==> config.mk <==
export PLATFORM = sky130hd
export DESIGN_NAME = sar_adc_ctrl
export DESIGN_NICKNAME = d
export VERILOG_FILES = /design/src/sar_adc_pkg.sv /design/src/sar_adc_ctrl.sv
export SDC_FILE = /design/constraint.sdc
export NUM_CORES = 1
export LEC_CHECK = 0
export ABC_CLOCK_PERIOD_IN_PS = 5700
export BUFFER_PORTS_ARGS = -buffer_cell sky130_fd_sc_hd__buf_2
export CAP_MARGIN = 0
export CORE_UTILIZATION = 55
export CTS_CLUSTER_SIZE = 20
export DETAILED_ROUTE_END_ITERATION = 8
export PLACE_DENSITY = 0.91
export SYNTH_ARGS = -nofsm -noshare
export SYNTH_HDL_FRONTEND = slang
export SYNTH_SLANG_ARGS = --single-unit
==> constraint.sdc <==
create_clock -name aclk -period 5.7 [get_ports aclk]
set_clock_uncertainty 0.2 [all_clocks]
set_input_delay 1.14 -clock aclk [delete_from_list [all_inputs] [get_ports aclk]]
set_output_delay 1.14 -clock aclk [all_outputs]
set_load 0.01 [all_outputs]
==> src/sar_adc_pkg.sv <==
// Purpose: constants and types shared by the converter control block
// Assumes: one machine cycle is a fixed number of aclk cycles
// Notes:   register word offsets are byte addresses on axi4-lite
`default_nettype none

package sar_adc_pkg;
   // byte offsets
   localparam logic [7:0] off_control     = 8'h00;
   localparam logic [7:0] off_result_high = 8'h04;
   localparam logic [7:0] off_irq_status  = 8'h08;
   localparam logic [7:0] off_irq_clear   = 8'h0c;
   localparam logic [7:0] off_irq_enable  = 8'h10;
   localparam logic [7:0] off_power       = 8'h14;
   // control register fields
   localparam int pos_chan      = 0;
   localparam int pos_start     = 3;
   localparam int pos_done      = 4;
   localparam int pos_ext_en    = 5;
   localparam int pos_res_lo    = 6;
   // power register fields
   localparam int pos_idle      = 0;
   localparam int pos_pdown     = 1;
   // reset values
   localparam logic [31:0] rst_word = 32'h0000_0000;
   // timing in machine cycles, aclk cycles per machine cycle, axi response codes
   localparam int mc_init       = 2;
   localparam int mc_sample     = 8;
   localparam int mc_per_bit    = 4;
   localparam int mc_total_full = 50;
   localparam int mc_total_red  = 24;
   localparam int clk_per_mc    = 12;
   localparam logic [1:0] axi_okay   = 2'b00;
   localparam logic [1:0] axi_slverr = 2'b10;

   typedef enum {st_idle, st_init, st_sample, st_conv, st_tail} phase_t;

   typedef struct packed {
      logic       awready;
      logic       wready;
      logic       bvalid;
      logic [1:0] bresp;
      logic       arready;
      logic       rvalid;
      logic [1:0] rresp;
      logic [31:0] rdata;
      logic       aw_held;
      logic [7:0] aw_addr;
      logic       w_held;
      logic [31:0] w_data;
      logic [3:0] w_strb;
   } bus_state_t;
endpackage

`default_nettype wire

==> src/sar_adc_ctrl.sv <==
// Purpose: sequencing of a successive approximation converter
// Assumes: comparator output is asynchronous; start pin asynchronous
// Notes:   all state is one struct registered by one always_ff
`default_nettype none

module sar_adc_ctrl
   import sar_adc_pkg::*;
#(
   parameter int res_bits   = 10,
   parameter int total_mc   = mc_total_full,
   parameter int mc_clocks  = clk_per_mc
) (
   input  wire logic          aclk,
   input  wire logic          aresetn,
   input  wire logic [7:0]    s_axi_awaddr,
   input  wire logic          s_axi_awvalid,
   output logic               s_axi_awready,
   input  wire logic [31:0]   s_axi_wdata,
   input  wire logic [3:0]    s_axi_wstrb,
   input  wire logic          s_axi_wvalid,
   output logic               s_axi_wready,
   output logic [1:0]         s_axi_bresp,
   output logic               s_axi_bvalid,
   input  wire logic          s_axi_bready,
   input  wire logic [7:0]    s_axi_araddr,
   input  wire logic          s_axi_arvalid,
   output logic               s_axi_arready,
   output logic [31:0]        s_axi_rdata,
   output logic [1:0]         s_axi_rresp,
   output logic               s_axi_rvalid,
   input  wire logic          s_axi_rready,
   input  wire logic          ext_start_pin,
   input  wire logic          comp_above,
   output logic [res_bits-1:0] dac_code,
   output logic [2:0]         mux_select,
   output logic               sample_en,
   output logic               irq
);

   localparam int tail_mc = total_mc - mc_init - mc_sample
                            - mc_per_bit * res_bits;
   localparam int cw = 8;

   typedef struct packed {
      bus_state_t          bus;
      phase_t              phase;
      logic [cw-1:0]       clk_cnt;
      logic [cw-1:0]       mc_cnt;
      logic [3:0]          bit_idx;
      logic [res_bits-1:0] sar;
      logic [res_bits-1:0] result;
      logic                cmd;
      logic                start_status;
      logic                done;
      logic                ext_en;
      logic [2:0]          chan;
      logic [2:0]          chan_held;
      logic                idle_mode;
      logic                pdown_mode;
      logic                pin_q1;
      logic                pin_q2;
      logic                pin_prev_mc;
      logic                comp_q1;
      logic                comp_q2;
      logic [1:0]          irq_status;
      logic [1:0]          irq_enable;
      logic                irq;
      logic                sample_en;
   } state_t;

   state_t st;
   state_t next_st;

   // ------------------------------------------------------------
   // register read mux
   // ------------------------------------------------------------
   function automatic logic [31:0] read_word(input state_t s,
                                             input logic [7:0] a);
      logic [31:0] v;
      logic [res_bits-1:0] r;
      v = 32'h0000_0000;
      r = s.result;
      case (a)
         off_control: begin
            v[pos_chan +: 3] = s.chan;
            v[pos_start]     = s.start_status;
            v[pos_done]      = s.done;
            v[pos_ext_en]    = s.ext_en;
            if (res_bits > 8) begin
               v[pos_res_lo +: 2] = r[1:0];
            end
         end
         off_result_high: v[7:0] = r[res_bits-1 -: 8];
         off_irq_status:  v[1:0] = s.irq_status;
         off_irq_enable:  v[1:0] = s.irq_enable;
         off_power: begin
            v[pos_idle]  = s.idle_mode;
            v[pos_pdown] = s.pdown_mode;
         end
         default:         v = 32'h0000_0000;
      endcase
      return v;
   endfunction

   function automatic logic addr_ok(input logic [7:0] a);
      return a == off_control || a == off_result_high ||
             a == off_irq_status || a == off_irq_clear ||
             a == off_irq_enable || a == off_power;
   endfunction

   logic mc_end;
   assign mc_end = (st.clk_cnt == cw'(mc_clocks - 1));

   always_comb begin
      logic        wr_go;
      logic        pin_edge;
      logic        start_req;
      logic        done_set;
      logic        abort;
      logic        finish;
      logic [31:0] wd;
      logic [1:0]  clr;
      next_st   = st;
      wr_go     = 1'b0;
      pin_edge  = 1'b0;
      start_req = 1'b0;
      done_set  = 1'b0;
      abort     = 1'b0;
      finish    = 1'b0;
      wd        = st.bus.w_data;
      clr       = 2'b00;

      next_st.pin_q1  = ext_start_pin;
      next_st.pin_q2  = st.pin_q1;
      next_st.comp_q1 = comp_above;
      next_st.comp_q2 = st.comp_q1;

      // -----------------------------------------------------------
      // machine cycle timebase
      // -----------------------------------------------------------
      next_st.clk_cnt = mc_end ? '0 : st.clk_cnt + 1'b1;

      // -----------------------------------------------------------
      // axi4-lite slave
      // -----------------------------------------------------------
      next_st.bus.awready = 1'b0;
      next_st.bus.wready  = 1'b0;
      next_st.bus.arready = 1'b0;
      if (!st.bus.aw_held && s_axi_awvalid && !st.bus.awready) begin
         next_st.bus.awready = 1'b1;
         next_st.bus.aw_held = 1'b1;
         next_st.bus.aw_addr = s_axi_awaddr;
      end
      if (!st.bus.w_held && s_axi_wvalid && !st.bus.wready) begin
         next_st.bus.wready = 1'b1;
         next_st.bus.w_held = 1'b1;
         next_st.bus.w_data = s_axi_wdata;
         next_st.bus.w_strb = s_axi_wstrb;
      end
      if (st.bus.aw_held && st.bus.w_held && !st.bus.bvalid) begin
         wr_go              = 1'b1;
         next_st.bus.bvalid = 1'b1;
         next_st.bus.bresp  = addr_ok(st.bus.aw_addr) ? axi_okay
                                                      : axi_slverr;
         next_st.bus.aw_held = 1'b0;
         next_st.bus.w_held  = 1'b0;
      end
      if (st.bus.bvalid && s_axi_bready) begin
         next_st.bus.bvalid = 1'b0;
      end
      if (s_axi_arvalid && !st.bus.arready && !st.bus.rvalid) begin
         next_st.bus.arready = 1'b1;
         next_st.bus.rvalid  = 1'b1;
         next_st.bus.rdata   = read_word(st, s_axi_araddr);
         next_st.bus.rresp   = addr_ok(s_axi_araddr) ? axi_okay
                                                     : axi_slverr;
      end
      if (st.bus.rvalid && s_axi_rready) begin
         next_st.bus.rvalid = 1'b0;
      end

      // -----------------------------------------------------------
      // register writes
      // -----------------------------------------------------------
      if (wr_go && st.bus.w_strb[0]) begin
         case (st.bus.aw_addr)
            off_control: begin
               next_st.chan   = wd[pos_chan +: 3];
               next_st.ext_en = wd[pos_ext_en];
               if (!wd[pos_done]) begin
                  next_st.done = 1'b0;
               end
               if (wd[pos_start] && st.phase == st_idle) begin
                  next_st.cmd = 1'b1;
               end
            end
            off_irq_clear:  clr = wd[1:0];
            off_irq_enable: next_st.irq_enable = wd[1:0];
            off_power: begin
               next_st.idle_mode  = wd[pos_idle];
               next_st.pdown_mode = wd[pos_pdown];
            end
            default: ;
         endcase
      end

      // -----------------------------------------------------------
      // start detection at machine cycle boundaries
      // -----------------------------------------------------------
      if (mc_end) begin
         next_st.pin_prev_mc = st.pin_q2;
         // low at the last boundary, high at this one
         pin_edge = !st.pin_prev_mc && st.pin_q2;
      end
      if (mc_end && st.phase == st_idle && !st.idle_mode
          && !st.pdown_mode) begin
         start_req = st.cmd || (st.ext_en && pin_edge);
      end

      // -----------------------------------------------------------
      // conversion sequencer, one step per machine cycle
      // -----------------------------------------------------------
      abort = next_st.idle_mode || next_st.pdown_mode;
      case (st.phase)
         st_idle: begin
            if (start_req) begin
               next_st.phase  = st_init;
               next_st.mc_cnt = '0;
               next_st.cmd    = 1'b1;
            end
         end
         st_init: begin
            if (mc_end) begin
               next_st.mc_cnt = st.mc_cnt + 1'b1;
               if (st.mc_cnt == '0) begin
                  next_st.start_status = 1'b1;
               end
               if (st.mc_cnt == cw'(mc_init - 1)) begin
                  next_st.phase     = st_sample;
                  next_st.chan_held = st.chan;
                  next_st.sample_en = 1'b1;
                  next_st.mc_cnt    = '0;
               end
            end
         end
         st_sample: begin
            if (mc_end) begin
               next_st.mc_cnt = st.mc_cnt + 1'b1;
               if (st.mc_cnt == cw'(mc_sample - 1)) begin
                  next_st.phase     = st_conv;
                  next_st.sample_en = 1'b0;
                  next_st.sar       = '0;
                  next_st.sar[res_bits-1] = 1'b1;
                  next_st.bit_idx   = 4'(res_bits - 1);
                  next_st.mc_cnt    = '0;
               end
            end
         end
         st_conv: begin
            if (mc_end) begin
               next_st.mc_cnt = st.mc_cnt + 1'b1;
               if (st.mc_cnt == cw'(mc_per_bit - 1)) begin
                  next_st.mc_cnt = '0;
                  next_st.sar[st.bit_idx] = st.comp_q2;
                  if (st.bit_idx == '0 && tail_mc > 0) begin
                     next_st.phase = st_tail;
                  end else if (st.bit_idx == '0) begin
                     // last trial ends exactly on the total count
                     finish = 1'b1;
                  end else begin
                     next_st.bit_idx = st.bit_idx - 1'b1;
                     next_st.sar[st.bit_idx - 1'b1] = 1'b1;
                  end
               end
            end
         end
         st_tail: begin
            if (mc_end) begin
               next_st.mc_cnt = st.mc_cnt + 1'b1;
               if (st.mc_cnt >= cw'(tail_mc > 0 ? tail_mc - 1 : 0)) begin
                  finish = 1'b1;
               end
            end
         end
         default: next_st.phase = st_idle;
      endcase
      if (finish) begin
         next_st.phase        = st_idle;
         next_st.start_status = 1'b0;
         next_st.cmd          = 1'b0;
         next_st.done         = 1'b1;
         done_set             = 1'b1;
         if (!st.done) begin
            next_st.result = next_st.sar;
         end
      end
      if (abort && st.phase != st_idle) begin
         // done flag is left as it was; result too, unless the last trial finishes in this same cycle
         next_st.phase        = st_idle;
         next_st.start_status = 1'b0;
         next_st.cmd          = 1'b0;
         next_st.sample_en    = 1'b0;
         next_st.done         = st.done;
         done_set             = 1'b0;
      end

      // -----------------------------------------------------------
      // interrupts: bit0 done, bit1 abort; set beats clear
      // -----------------------------------------------------------
      next_st.irq_status = (st.irq_status & ~clr)
                           | {abort && st.phase != st_idle, done_set};
      next_st.irq = |(next_st.irq_status & next_st.irq_enable);
   end

   always_ff @(posedge aclk) begin
      if (!aresetn) begin
         st       <= '0;
         st.phase <= st_idle;
      end else begin
         st <= next_st;
      end
   end

   assign s_axi_awready = st.bus.awready;
   assign s_axi_wready  = st.bus.wready;
   assign s_axi_bvalid  = st.bus.bvalid;
   assign s_axi_bresp   = st.bus.bresp;
   assign s_axi_arready = st.bus.arready;
   assign s_axi_rvalid  = st.bus.rvalid;
   assign s_axi_rresp   = st.bus.rresp;
   assign s_axi_rdata   = st.bus.rdata;
   assign dac_code      = st.sar;
   assign mux_select    = st.chan_held;
   assign sample_en     = st.sample_en;
   assign irq           = st.irq;

endmodule // sar_adc_ctrl

`default_nettype wire

After elaboration in Yosys (flattened, before gate mapping). Index checks and enable logic that the tools add are counted.

Word-level logic and storage cells: 212. Register bits: 129. Output and inout port bits: 56.

Reductions and logical operators: 71. Bitwise gates (word level): 9. Equal/unequal tests: 28. Muxes and demuxes: 60. Order comparisons: 5. Add/sub/neg operators: 3.

Operators by type and width (number): $mux W32 (5); $pmux W32 S4 (1); $mux W22 (4); $eq A32 B2 Y1 const B (2); $logic_not A32 Y1 (2); $eq A8 B4 Y1 const B (5); $pmux W8 S5 (1); $mux W36 (1); $eq A32 B1 Y1 const B (1); $eq A32 B3 Y1 const B (1); $eq A8 B5 Y1 const B (4); $mux W8 (4); $reduce_bool A32 Y1 (1); $pmux W14 S2 (1); $mux W1 (25); $eq A8 B3 Y1 const B (3); $logic_not A8 Y1 (3); $logic_and A1 B1 Y1 (20); $ne A2 B2 Y1 const B (9); $reduce_and A6 Y1 (3); $add A8 B1 Y8 const B (2); $mux W2 (8); $mux W14 (1); $reduce_or A2 Y1 (7); 28 further kinds (62).

Logic depth before layout (Yosys ltp).
Depth after elaboration: 11. Gate-level depth with buffers: 9. Gate-level depth less buffers: 8.

Least setup slack after synthesis. No wires, ideal clock.

Kind: input-to-reg. Start: in s_axi_araddr[1]. End: reg st (netlist bit s_axi_rdata[2]). Library setup time: 0.065 ns. Slack: 2.785 ns. Stages: 7. Data arrival time: 2.650 ns. Cells stage by stage: or4_1 -> or3_1 -> or3_1 -> clkbuf_1 -> nor2_1 -> a21oi_1 -> nor2_1.

Longest elaborated chain between the ends: 2. Elaborated cells between the ends (all ways): 3. Those cells by class: 1 x eq/ne; 1 x mux; 1 x reduce/logical.

RTL lines: start, declared (line sar_adc_ctrl.sv:25) `input wire logic [7:0] s_axi_araddr,`; $eq A8 B3 Y1 / $logic_not A8 Y1 (equally long branches) (line sar_adc_ctrl.sv:83) `case (a)`; $pmux W6 S2 * (line sar_adc_ctrl.sv:83); end signal, assigned (line sar_adc_ctrl.sv:320) `st <= next_st;`; end, declared (line sar_adc_ctrl.sv:71) `state_t st;`.

Mark *: on every way between the ends. The rest lies on a longest branch, timed or not. A chain may end at the register's enable or synchronous reset.

Worst setup path in the final report.
Start: reg st[63] (netlist name). End: reg st[47] (netlist name).

Longest elaborated chain between the ends: 7. Elaborated cells between the ends (all ways): 18. Those cells by class: 9 x eq/ne; 2 x mux; 7 x reduce/logical.

RTL lines: $logic_not A32 Y1 (line sar_adc_ctrl.sv:215) `if (mc_end && st.phase == st_idle && !st.idle_mode`; $logic_and A1 B1 Y1 (2 in series) (line sar_adc_ctrl.sv:215); $logic_and A1 B1 Y1 (line sar_adc_ctrl.sv:216) `&& !st.pdown_mode) begin`; $mux W1 (line sar_adc_ctrl.sv:215); $ne A2 B2 Y1 (no source line); $reduce_and A6 Y1 (no source line).

Parallel ways exist; a longest one is shown, timed or not.

==> flow_summary.ini <==
[timing]
slew_headroom_pct = 41.7
finalHoldViolCount = 0
fin_ws_ns = 2.80
fin_setup_tns_ns = 0
worst_hold_slack_ns = 0.244
finalMaxSlewViolations = 0
fmax_mhz = 345
post-route-period-util_pct = 50.8
period_minus_slack_ns = 2.90
finalSetupViolCount = 0
rsz0062_at_grt = no
tightest_slew_ns = 0.872

[synth]
synth_top_area_share_pct = 39.6
synthMuxAreaShare_pct = 8.30
postSynth.asyncResetShare_pct = 0
postSynthCellCount = 567
yosysWarnings = 0
synth_top_cell_by_area = dfxtp_1
synth_top_family_by_area = simple AND/OR/NAND/NOR gates
ys.flop_type = dfxtp_1
syn_avg_cell_area_um2 = 8.64
synth-compound-area-share_pct = 12.5
synthAdderAreaFrac_pct = 2.30
synth_edf_count = 0
ys_types = 68
synth_area_leaders = dfxtp_1, buf_4, mux2i_1, nor2_1, a21oi_1
syn-cell-area_um2 = 4900
ys_ff_latch = 97
synth_xor_area_share_pct = 1.79
yosys.area_share.simple_pct = 24.8
ys_seq_area_share_pct = 39.6

[drt]
vias = 3985
postRouteAntennaNets = 0
wl_per_cell_um = 14.8
routed_wl_mm = 10.4
drcViolationCount = 0
avgViaCountPerCell = 5.67
dr.pass1.iters = 5
drtIter0Drc = 399

[clocking]
post-cts-setup-buffers = 0
postCtsResizedCells = 0
clk_pin_slew_ns = 0.09
cts_tree = yes
cts.path.max_buffers = 2
hold_buffers = 0
cts_root_buf = clkbuf_8
clock_latency_ns = 0.37
clock-sinks = 97
cts_buffers = 9
cts_htree_levels = 3

[power_and_ir_drop]
p_sw_share_pct = 24.8
power_switching_mw = 0.308
pwr-share-clk_pct = 36.5
p_leak_nw = 2.14
power_frac_seq_pct = 56.8
combPwrFrac_pct = 6.7
power_mw = 1.24
ir_drop_mv = 0.155
intPower_mw = 0.932
power_density_nw_per_um2 = 240

[layout]
drive_above_1_share_pct = 18.0
fill_cells = 752
fin_util_pct = 59.6
nets = 660
design_area_um2 = 5170
area_delta_synth_final_pct = 5.52
final_cell_count_no_fill = 703
num_antenna_cells = 0

[floorplanning]
die_y_um = 96.4
die-area_um2 = 9290
fp-row-count = 34
die_w_um = 96.4
ios = 117
core_um2 = 8680
initial_utilization_pct = 56.4

[placed_design]
placed_cell_area_um2 = 4970
dp_cells = 687
hpwl_mm = 7.44
routabilityCongestion = 0.859
io_buffers = 61
post-place-ws_ns = 2.48

[critical_path]
r2r_slack_ns = 2.80
worstRegToRegCells = 6
end_kind = flop
crit_arrival_ns = 2.94
rr_endpoint = st[47]
path_class = reg2reg
crit_start = st[63]
r2r_start = st[63]
start_kind = flop
endpoint = st[47]
required_ns = 5.74
crit_fanout = 19

[run_status]
status = finished clean

[worst_hold_path]
min_path_type = reg2reg

[grt]
gr-usage-all-layers_pct = 23.6
antenna_found_initial = 0
grt_max_degree = 54
first_global_vias = 3681
overflow = 0
grt_pass1_wl_mm = 16.9

[job]
cap_violations = 0
cell usage in the layout (no fill, tap or decap), types with 7 or more instances in the layout:
cell      count
nand3_1      18
conb_1       26
o21ai_0      18
and2_1        8
a21oi_1      39
nor2_1       81
nand2b_1      8
nand2_1      39
mux2i_1      35
clkbuf_8      9
ha_1          9
inv_1        12
nor2b_1      10
nor3_1        7
buf_2        61
or3_1         7
dfxtp_1      97
or2_2         7
cell families after synthesis:
group / after synthesis
xor gates and xnor gates: 10
DFF: 97
and+or+nand+nor: 230
adders and majority gates: 9
buffers and inverters: 88
AOI/OAI and AO/OA: 94
muxes: 38
other: 1
final cells by class:
class                           instances  area, um^2  share of cell area (%)
Inverter                               12        45.0                   0.871
Multi-Input combinational cell        407        2530                    49.0
Sequential cell                        97        1940                    37.6
Tap cell                              108         135                    2.61
Clock inverter                          5        63.8                    1.23
Timing Repair Buffer                   63         320                    6.20
Clock buffer                           11         131                    2.54
cells in the mapped netlist, types with 2 or more instances:
cell type and count:
dfxtp_1 97, nor2_1 81, buf_4 49, a21oi_1 39
nand2_1 39, mux2i_1 35, clkbuf_1 22, nand3_1 18
o21ai_0 18, inv_1 12, nor2b_1 10, ha_1 9
and2_1 8, nand2b_1 8, nor3_1 7, or2_2 7
or3_1 7, a31oi_1 6, and3_1 6, xor2_1 6
nand4_1 5, buf_2 4, nand3b_1 4, nor4_1 4
nor4b_1 4, o2bb2ai_1 4, xnor2_1 4, a32o_1 3
and3b_1 3, a21boi_0 2, a41oi_1 2, and3_2 2
and4_2 2, mux4_2 2, nand4b_1 2, nor3b_1 2
o21a_1 2, o31ai_1 2
worst min-delay path by stage:
| stage | to | cells past startpoint | from |
|---|---|---|---|
| 2_1_floorplan | st[6] | 1 | next_st[6] |
| 3_3_place_gp | st[9] | 1 | next_st[9] |
| 3_5_place_dp | st[9] | 1 | next_st[9] |
| 4_1_cts | st[9] | 1 | next_st[9] |
| 5_1_grt | st[9] | 1 | next_st[9] |
| 6_report | st[9] | 1 | next_st[9] |
power groups by stage:
| stage | Sequential (mW) | Combinational, mW | Clock [mW] |
|---|---|---|---|
| 5_1_grt | 0.708 | 0.0930 | 0.481 |
| 3_3_place_gp | 0.719 | 0.0785 | 0 |
| 6_report | 0.705 | 0.0828 | 0.452 |
| 4_1_cts | 0.705 | 0.0825 | 0.458 |
| 3_5_place_dp | 0.721 | 0.0819 | 0 |
| 2_1_floorplan | 0.718 | 0.0727 | 0 |
routing by layer:
layer	track usage, %	vias up	part of all wire [%]
li1	-	1946	-
met2	38.1	150	47
met1	30.2	1868	44
met5	0	-	0
met4	7.35	0	2.0
met3	7.36	21	6.4
registers in the layout, summed over array words and instances (netlist names):
register	cells
dac_code	10
s_axi_rdata	8
s_axi_bresp	1
s_axi_bvalid	1
s_axi_rvalid	1
st	65
irq	1
s_axi_wready	1
s_axi_awready	1
s_axi_rresp	1
s_axi_arready	1
next_st	2
sample_en	1
mux_select	3
worst max-delay path, cell delays in order, from the launching register on:
cell	delay [ns]
dfxtp_1	0.42
ha_1	0.60
nor4_1	0.18
a2111oi_4	0.65
nand2_1	0.11
o21ai_1	0.49
nor2_1	0.10
Note: power is estimated with default switching activity, not from simulation.
